===== src/otpcfg_pkg.sv =====
// package: constants and carrier types of the otp configuration and security block
package otpcfg_pkg;

  localparam logic [15:0] SIG_ADDR_0 = 16'hFC30;
  localparam logic [15:0] SIG_ADDR_1 = 16'hFC31;
  localparam logic [15:0] SIG_ADDR_2 = 16'hFC60;
  localparam logic [15:0] CUST_BASE = 16'hFCE0;
  localparam logic [15:0] CUST_LAST = 16'hFCFF;
  localparam logic [15:0] CFG1_ADDR = 16'hFD00;
  localparam logic [15:0] CFG2_ADDR = 16'hFD01;
  localparam logic [15:0] CODE_SIZE = 16'h1000;

  localparam logic [7:0] UNPROG_BYTE = 8'hFF;
  localparam logic [7:0] REFUSED_BYTE = 8'h00;

  // field positions in config byte one
  localparam int WDOG_POS = 7;
  localparam int RSTPIN_POS = 6;
  localparam int PRL_POS = 5;
  localparam int BOV_POS = 4;
  localparam int CDIV_POS = 3;
  localparam int OSC_MSB = 2;
  localparam int OSC_LSB = 0;
  localparam logic [2:0] OSC_EXT_CLOCK = 3'h7;

  // serial frame: command byte, address word, data byte, msb first
  localparam int FRAME_BITS = 32;
  localparam int REPLY_BITS = 8;
  localparam logic [7:0] CMD_WRITE = 8'h01;
  localparam logic [7:0] CMD_READ = 8'h02;
  localparam logic [7:0] CMD_LOCK = 8'h03;

  typedef struct packed {
    logic rd;
    logic fetch;
    logic [15:0] addr;
  } otpcfg_req_t;

  typedef struct packed {
    logic watchdog_fuse;
    logic reset_pin_fuse;
    logic port_reset_level;
    logic brownout_level_fuse;
    logic cycle_divider_fuse;
    logic [2:0] osc_select_field;
    logic [7:0] config_byte_two;
  } otpcfg_applied_t;

  typedef struct packed {
    logic lock_bit_two;
    logic lock_bit_one;
  } otpcfg_lock_t;

endpackage : otpcfg_pkg


===== src/otpcfg_top.sv =====
// module: otp signature, customer area, config bytes, lock bits and serial programming engine
module otpcfg_top
  import otpcfg_pkg::*;
#(
  parameter logic [7:0] SIG_BYTE_0 = 8'h15, // arbitrary value
  parameter logic [7:0] SIG_BYTE_1 = 8'h2A, // arbitrary value
  parameter logic [7:0] SIG_BYTE_2 = 8'h3C  // arbitrary value
) (
  input wire logic clk_i,
  input wire logic rst_b_i,
  input wire logic prog_mode_i,
  input wire logic ser_clk_i,
  input wire logic ser_data_i,
  output logic ser_data_o,
  output logic ser_data_oe_o,
  input wire otpcfg_req_t code_req_i,
  input wire otpcfg_req_t xdata_req_i,
  output logic [7:0] rd_data_o,
  output logic rd_valid_o,
  output logic code_wr_o,
  output logic [15:0] code_addr_o,
  output logic [7:0] code_wdata_o,
  input wire logic [7:0] code_rdata_i,
  output logic prog_allowed_o,
  output logic verify_allowed_o,
  output logic cfg_valid_o,
  output otpcfg_applied_t applied_o
);

  ////////////////////////////////////////////////////////////////////////////
  // pin synchronisers
  logic [1:0] pm_sync_ff, sck_sync_ff, sdi_sync_ff;
  logic sck_prev_ff;
  logic [1:0] nxt_pm_sync, nxt_sck_sync, nxt_sdi_sync;
  logic nxt_sck_prev;
  logic sck_rise;

  always_comb begin
    nxt_pm_sync = {pm_sync_ff[0], prog_mode_i};
    nxt_sck_sync = {sck_sync_ff[0], ser_clk_i};
    nxt_sdi_sync = {sdi_sync_ff[0], ser_data_i};
    nxt_sck_prev = sck_sync_ff[1];
    sck_rise = sck_sync_ff[1] & ~sck_prev_ff;
  end

  always_ff @(posedge clk_i or negedge rst_b_i) begin
    if (!rst_b_i) begin
      pm_sync_ff <= 2'h0;
      sck_sync_ff <= 2'h0;
      sdi_sync_ff <= 2'h0;
      sck_prev_ff <= 1'b0;
    end else begin
      pm_sync_ff <= nxt_pm_sync;
      sck_sync_ff <= nxt_sck_sync;
      sdi_sync_ff <= nxt_sdi_sync;
      sck_prev_ff <= nxt_sck_prev;
    end
  end

  ////////////////////////////////////////////////////////////////////////////
  // otp contents; held in flops here, erased state is all ones
  logic [31:0][7:0] cust_ff, nxt_cust;
  logic [7:0] cfg1_ff, cfg2_ff, nxt_cfg1, nxt_cfg2;
  otpcfg_lock_t lock_ff, nxt_lock;

  function automatic logic in_cust(input logic [15:0] a);
    in_cust = (a >= CUST_BASE) && (a <= CUST_LAST);
  endfunction : in_cust

  // shared read decode for cpu and programmer
  function automatic logic [7:0] otp_read(input logic [15:0] a, input logic [31:0][7:0] cu,
                                          input logic [7:0] c1, input logic [7:0] c2);
    otp_read = UNPROG_BYTE;
    if (a == SIG_ADDR_0) otp_read = SIG_BYTE_0;
    else if (a == SIG_ADDR_1) otp_read = SIG_BYTE_1;
    else if (a == SIG_ADDR_2) otp_read = SIG_BYTE_2;
    else if (in_cust(a)) otp_read = cu[a[4:0]];
    else if (a == CFG1_ADDR) otp_read = c1;
    else if (a == CFG2_ADDR) otp_read = c2;
  endfunction : otp_read

  ////////////////////////////////////////////////////////////////////////////
  // serial programming engine
  typedef enum logic [1:0] {S_SHIFT, S_EXEC, S_VERIFY, S_REPLY} otpcfg_state_t;
  otpcfg_state_t st_ff, nxt_st;
  logic [31:0] sh_ff, nxt_sh;
  logic [5:0] cnt_ff, nxt_cnt;
  logic [7:0] rep_ff, nxt_rep;
  logic sdo_ff, sdo_oe_ff, nxt_sdo, nxt_sdo_oe;
  logic cwr_ff, nxt_cwr;
  logic [15:0] caddr_ff, nxt_caddr;
  logic [7:0] cwd_ff, nxt_cwd;
  logic prog_ok, verify_ok;
  logic [7:0] f_cmd, f_dat;
  logic [15:0] f_adr;

  always_comb begin
    prog_ok = lock_ff.lock_bit_one;
    verify_ok = lock_ff.lock_bit_one | lock_ff.lock_bit_two;
    f_cmd = sh_ff[31:24];
    f_adr = sh_ff[23:8];
    f_dat = sh_ff[7:0];
    nxt_st = st_ff;
    nxt_sh = sh_ff;
    nxt_cnt = cnt_ff;
    nxt_rep = rep_ff;
    nxt_sdo = sdo_ff;
    nxt_sdo_oe = sdo_oe_ff;
    nxt_cwr = 1'b0;
    nxt_caddr = caddr_ff;
    nxt_cwd = cwd_ff;
    nxt_cust = cust_ff;
    nxt_cfg1 = cfg1_ff;
    nxt_cfg2 = cfg2_ff;
    nxt_lock = lock_ff;
    if (!pm_sync_ff[1]) begin
      // leaving programming mode aborts any frame in flight
      nxt_st = S_SHIFT;
      nxt_cnt = 6'h0;
      nxt_sdo_oe = 1'b0;
    end else begin
      case (st_ff)
        S_SHIFT: begin
          if (sck_rise) begin
            nxt_sh = {sh_ff[30:0], sdi_sync_ff[1]};
            nxt_cnt = cnt_ff + 6'h1;
            if (cnt_ff == 6'(FRAME_BITS - 1)) begin
              nxt_st = S_EXEC;
            end
          end
        end
        S_EXEC: begin
          nxt_cnt = 6'h0;
          nxt_st = S_SHIFT;
          if (f_cmd == CMD_WRITE && prog_ok) begin
            // programming only clears bits of otp flops; code array writes pass f_dat unchanged
            if (in_cust(f_adr)) nxt_cust[f_adr[4:0]] = cust_ff[f_adr[4:0]] & f_dat;
            else if (f_adr == CFG1_ADDR) nxt_cfg1 = cfg1_ff & f_dat;
            else if (f_adr == CFG2_ADDR) nxt_cfg2 = cfg2_ff & f_dat;
            else if (f_adr < CODE_SIZE) begin
              nxt_cwr = 1'b1;
              nxt_caddr = f_adr;
              nxt_cwd = f_dat;
            end
          end else if (f_cmd == CMD_LOCK) begin
            // lock two stays programmable after lock one
            nxt_lock.lock_bit_one = lock_ff.lock_bit_one & f_dat[0];
            nxt_lock.lock_bit_two = lock_ff.lock_bit_two & f_dat[1];
          end else if (f_cmd == CMD_READ) begin
            nxt_caddr = f_adr;
            nxt_st = S_VERIFY;
          end
        end
        S_VERIFY: begin
          // code array answers in the same cycle the address is presented on code_addr_o
          if (!verify_ok) nxt_rep = REFUSED_BYTE;
          else if (caddr_ff < CODE_SIZE) nxt_rep = code_rdata_i;
          else nxt_rep = otp_read(caddr_ff, cust_ff, cfg1_ff, cfg2_ff);
          nxt_sdo = nxt_rep[7];
          nxt_sdo_oe = 1'b1;
          nxt_st = S_REPLY;
        end
        S_REPLY: begin
          if (sck_rise) begin
            nxt_rep = {rep_ff[6:0], 1'b0};
            nxt_sdo = rep_ff[6];
            nxt_cnt = cnt_ff + 6'h1;
            if (cnt_ff == 6'(REPLY_BITS - 1)) begin
              nxt_sdo_oe = 1'b0;
              nxt_cnt = 6'h0;
              nxt_st = S_SHIFT;
            end
          end
        end
        default: nxt_st = S_SHIFT;
      endcase
    end
  end

  always_ff @(posedge clk_i or negedge rst_b_i) begin
    if (!rst_b_i) begin
      st_ff <= S_SHIFT;
      sh_ff <= 32'h0;
      cnt_ff <= 6'h0;
      rep_ff <= 8'h0;
      sdo_ff <= 1'b0;
      sdo_oe_ff <= 1'b0;
      cwr_ff <= 1'b0;
      caddr_ff <= 16'h0;
      cwd_ff <= 8'h0;
      cust_ff <= {32{UNPROG_BYTE}};
      cfg1_ff <= UNPROG_BYTE;
      cfg2_ff <= UNPROG_BYTE;
      lock_ff <= 2'h3;
    end else begin
      st_ff <= nxt_st;
      sh_ff <= nxt_sh;
      cnt_ff <= nxt_cnt;
      rep_ff <= nxt_rep;
      sdo_ff <= nxt_sdo;
      sdo_oe_ff <= nxt_sdo_oe;
      cwr_ff <= nxt_cwr;
      caddr_ff <= nxt_caddr;
      cwd_ff <= nxt_cwd;
      cust_ff <= nxt_cust;
      cfg1_ff <= nxt_cfg1;
      cfg2_ff <= nxt_cfg2;
      lock_ff <= nxt_lock;
    end
  end

  ////////////////////////////////////////////////////////////////////////////
  // cpu read port and power-up configuration
  logic [7:0] rd_ff, nxt_rd;
  logic rv_ff, nxt_rv;
  logic loaded_ff, nxt_loaded;
  otpcfg_applied_t app_ff, nxt_app;

  always_comb begin
    nxt_rd = rd_ff;
    nxt_rv = 1'b0;
    if (code_req_i.rd) begin
      nxt_rv = 1'b1;
      if (code_req_i.fetch && in_cust(code_req_i.addr)) nxt_rd = UNPROG_BYTE;
      else nxt_rd = otp_read(code_req_i.addr, cust_ff, cfg1_ff, cfg2_ff);
    end else if (xdata_req_i.rd) begin
      nxt_rv = 1'b1;
      if (xdata_req_i.addr == CFG1_ADDR) nxt_rd = cfg1_ff;
      else if (xdata_req_i.addr == CFG2_ADDR) nxt_rd = cfg2_ff;
      else nxt_rd = UNPROG_BYTE;
    end
    // latched once after reset release; later otp changes wait for next power up
    nxt_loaded = 1'b1;
    nxt_app = app_ff;
    if (!loaded_ff) begin
      nxt_app.watchdog_fuse = cfg1_ff[WDOG_POS];
      nxt_app.reset_pin_fuse = cfg1_ff[RSTPIN_POS];
      nxt_app.port_reset_level = cfg1_ff[PRL_POS];
      nxt_app.brownout_level_fuse = cfg1_ff[BOV_POS];
      nxt_app.cycle_divider_fuse = cfg1_ff[CDIV_POS];
      nxt_app.osc_select_field = cfg1_ff[OSC_MSB:OSC_LSB];
      nxt_app.config_byte_two = cfg2_ff;
    end
  end

  always_ff @(posedge clk_i or negedge rst_b_i) begin
    if (!rst_b_i) begin
      rd_ff <= 8'h0;
      rv_ff <= 1'b0;
      loaded_ff <= 1'b0;
      app_ff <= {5'h1F, OSC_EXT_CLOCK, UNPROG_BYTE};
    end else begin
      rd_ff <= nxt_rd;
      rv_ff <= nxt_rv;
      loaded_ff <= nxt_loaded;
      app_ff <= nxt_app;
    end
  end

  ////////////////////////////////////////////////////////////////////////////
  // status flops
  logic pa_ff, va_ff;

  always_ff @(posedge clk_i or negedge rst_b_i) begin
    if (!rst_b_i) begin
      pa_ff <= 1'b1;
      va_ff <= 1'b1;
    end else begin
      pa_ff <= prog_ok;
      va_ff <= verify_ok;
    end
  end

  assign ser_data_o = sdo_ff;
  assign ser_data_oe_o = sdo_oe_ff;
  assign rd_data_o = rd_ff;
  assign rd_valid_o = rv_ff;
  assign code_wr_o = cwr_ff;
  assign code_addr_o = caddr_ff;
  assign code_wdata_o = cwd_ff;
  assign prog_allowed_o = pa_ff;
  assign verify_allowed_o = va_ff;
  assign cfg_valid_o = loaded_ff;
  assign applied_o = app_ff;

endmodule : otpcfg_top


===== config.mk =====
export PLATFORM = sky130hd
export DESIGN_NAME = otpcfg_top
export DESIGN_NICKNAME = d
export VERILOG_FILES = /design/src/otpcfg_pkg.sv /design/src/otpcfg_top.sv
export SDC_FILE = /design/constraint.sdc
export NUM_CORES = 1
export LEC_CHECK = 0
export ABC_AREA = 0
export BUFFER_PORTS_ARGS = -buffer_cell sky130_fd_sc_hd__buf_2
export CAP_MARGIN = 15
export CORE_MARGIN = 3
export CORE_UTILIZATION = 35
export CTS_BUF_LIST = sky130_fd_sc_hd__clkbuf_16
export CTS_CLUSTER_DIAMETER = 80
export DETAILED_ROUTE_END_ITERATION = 8
export GPL_TIMING_DRIVEN = 0
export SLEW_MARGIN = 20
export SYNTH_ARGS = -nofsm -noshare
export SYNTH_HDL_FRONTEND = slang
export SYNTH_SLANG_ARGS = --single-unit

===== constraint.sdc =====
create_clock -name clk_i -period 1.9 [get_ports clk_i]
set_input_delay 0.38 -clock clk_i [delete_from_list [all_inputs] [get_ports clk_i]]
set_output_delay 0.38 -clock clk_i [all_outputs]
set_load 0.03 [all_outputs]

==> reports/summary.txt <==
overall power: 20.1 mW
flop and latch count out of synthesis: 383
Worst Path Arrival: 3240 ps
status: finished, violations left
register area share after synthesis: 44.8%
unrepaired setup endpoints after global routing: yes
Post-Syn Area per Cell: 11.0 µm²
Initial Util: 35.7%
VDD IR-drop max: 0.000671 V
clock power share: 42.5%
CTS buffer count: 45
pin count of the biggest net entering global routing: 105
Ports: 104
vias per cell: 6.47
Yosys top cell area share: 34.6%
aggregate global routing overflow: 0
library cells used by synthesis: 82
met3 wire len: 13700 µm
clock latency at the later pin of the worst-skew pair: 620 ps
drt pass-1 iters: 7
hold path depth: 3
root buffer cell: clkbuf_16
Power Internal: 14.3 mW
per-cell routed wire length: 36.5 µm
Pwr Density: 670 mW/mm²
port bufs: 98
Tcrit/Tclk final: 143%
Routed Antenna Nets: 0
hold endpoint: rep_ff[5]
ys flop type: dfstp_2
Reg power frac: 42.8%
worst r2r src: sh_ff[8]
Top Metal Used: met5
Slew @ Worst Pin: 1010 ps
DRT Wirelength: 116000 µm
global-route wire length before repair: 159000 µm
Post-Syn Instances: 2017
Synth area leader: dfstp_2
final setup skew: 38.0 ps
sw power: 5.78 mW
Leak Pwr: 11.1 nW
Post-synth EDFFs: 0
worst-path fanout max: 5
Setup TNS Final: -171220 ps
setup slack on the worst flop-to-flop path: -820 ps
Chip Width: 258 µm
Vias: 20.6k
yosys warns: 0
Max H-tree Level: 2
Synthesized Nets: 2067
critical setup path kind: flop to flop
CP Launch Type: flop
max cap viols: 0
Comb power frac: 14.7%
CP required: 2420 ps
row count: 91
Hold Startpoint: code_rdata_i[5]
DR WL met2: 49800 µm
DRC: 0
post-DP HPWL: 82500 µm
core region area: 0.0622 mm²
Post-synth ARST share: 100%
die height: 258 µm
FF-to-FF End: cust_ff[64]
Synth area leaders: dfstp_2 35%, mux4_2 15%, dfrtp_1 10%
Hold/Removal Path Class: input port to flop
Rel. slew slack: 32.1%
failing checks: setup timing
final hold viol count: 0
FMAX: 368 MHz
Post-Syn Area: 0.0222 mm²
worst-case clock buffer depth: 3
initial drt markers: 2708
layout cell share with drive strength beyond 1: 56.0%
nets@finish: 2362
Tot GR Track Use: 34.1%
Net Sw Frac: 28.8%
wl on met1: 42900 µm
R2R cell count: 9
gpl congestion: 1.06
CTS tree: yes
Die ar.: 0.0665 mm²
CP Capture Type: flop
Slew Viols, Final: 0
Finish-stage setup viols: 305
# clock sinks: 383
vias in the first global route: 20.0k
Worst-path clk slew: 60 ps
initial antenna violation count: 2
post-route setup slack: -820 ps
Area Overhead vs Synth: 34.9%
Final Critical Period: 2720 ps
==> critical path: stages (launching register included) <==
cell and delay, ps:
dfrtp_2 390, buf_12 150, buf_12 150, mux4_2 630, a22oi_2 290, nand4_1 370
nand2_4 210, buf_12 170, clkbuf_16 190, o21ai_2 60
==> cell usage after synthesis (all sizes together) (13+ instances only) <==
master    n
nor4     15
and3     15
mux2i   111
dfstp   292
a21oi    24
nand3    37
nand2b   21
o21a     18
a211oi   13
mux2     73
nor3     16
dfrtp    91
o21ai   277
nor2b    21
a31oi    14
buf      60
clkbuf   84
mux4    150
a22oi    48
nand2   346
nand4    48
nor2     82
==> how the worst max path moves through the flow <==
| stage | cells past startpoint | endpoint | startpoint |
|---|---|---|---|
| after detailed placement | 8 | cust_ff[96] | sh_ff[9] |
| after CTS | 9 | cust_ff[120] | sh_ff[8] |
| after global placement | 1 | code_addr_o[0] | rst_b_i |
| final | 9 | cust_ff[64] | sh_ff[8] |
| after global routing | 9 | cust_ff[64] | sh_ff[8] |
| after floorplan | 6 | rep_ff[0] | code_addr_o[0] |
==> metrics by stage <==
step                      utilization (%)  setup WS, ps  instances  hold WS [ps]  instance area (µm²)
after global routing                 48.1          -767       3186          48.6                29900
after global placement               38.6         -7270       2952           347                24000
final                                48.1          -820       3186          51.0                29900
after CTS                            45.6          -711       3141          32.0                28400
after floorplan                         -          -149       2017          84.4                22400
after detailed placement             38.8         -1920       2958           336                24100
==> cell type report <==
type | count | area (µm²)
buffer | 134 | 1700
sequential | 383 | 9960
fill | 5662 | 32200
antenna | 1 | 2.50
multi-input combinational | 1479 | 13300
clock inverter | 38 | 285
clock buffer | 45 | 1130
timing repair buffer | 258 | 2470
inverter | 11 | 42.5
tap | 837 | 1050
==> timing repair <==
item,in CTS,in global routing
setup buffers,79,47
hold buffers,4,0
setup endpoints to repair,345,453
pin swaps,111,114
gates cloned,22,6
gates resized for setup,454,346
hold endpoints to repair,43,0
==> layout by cell type (no fill, tap or decap), types with 34 or more instances in the layout <==
cell,count
nor2_1,74
nand2_1,307
mux4_2,150
buf_2,104
mux2_2,73
nand4_1,47
buf_12,34
o21ai_1,48
mux2i_1,77
o21ai_2,150
dfrtp_1,84
buf_6,39
o21ai_0,75
clkbuf_16,78
dfstp_2,292
buf_4,92
==> power groups by stage <==
stage                     clock [mW]  combinational [mW]  sequential [mW]
final                           8.53                2.95             8.59
after global routing            8.97                3.00             8.59
after CTS                       8.63                2.73             8.58
after detailed placement           0                2.14             8.65
after global placement             0                2.09             8.64
after floorplan                    0                1.12             8.53
==> per-layer routing <==
layer / vias up / global-route usage [%]
li1: 8246 / -
met1: 10500 / 42.6
met2: 1462 / 50.8
met3: 401 / 10.7
met4: 2 / 23.1
met5: - / 0
==> flip-flops by register name, indices dropped and copies added, names as in the netlist, 2 cells and up <==
name	count
code_addr_o	16
sdi_sync_ff	2
rd_data_o	8
sck_sync_ff	2
pm_sync_ff	2
cfg1_ff	8
cnt_ff	6
cust_ff	256
sh_ff	32
st_ff	2
rep_ff	7
cfg2_ff	8
applied_o	16
code_wdata_o	8
==> cells by family (layout without fill, tap and decap cells) <==
kind of cell	after synthesis	in the layout	synth area share, %
other	1	2	0.0169
AO/OA/AOI/OAI	479	479	13.2
AND/OR/NAND/NOR	662	662	14.4
adder cells (fa/ha/maj)	1	1	0.0564
buffers and inverters	155	486	3.53
XOR/XNOR	2	2	0.0790
multiplexers	334	334	23.9
flip-flops	383	383	44.8
No activity file was read; power rests on OpenSTA's default activity.
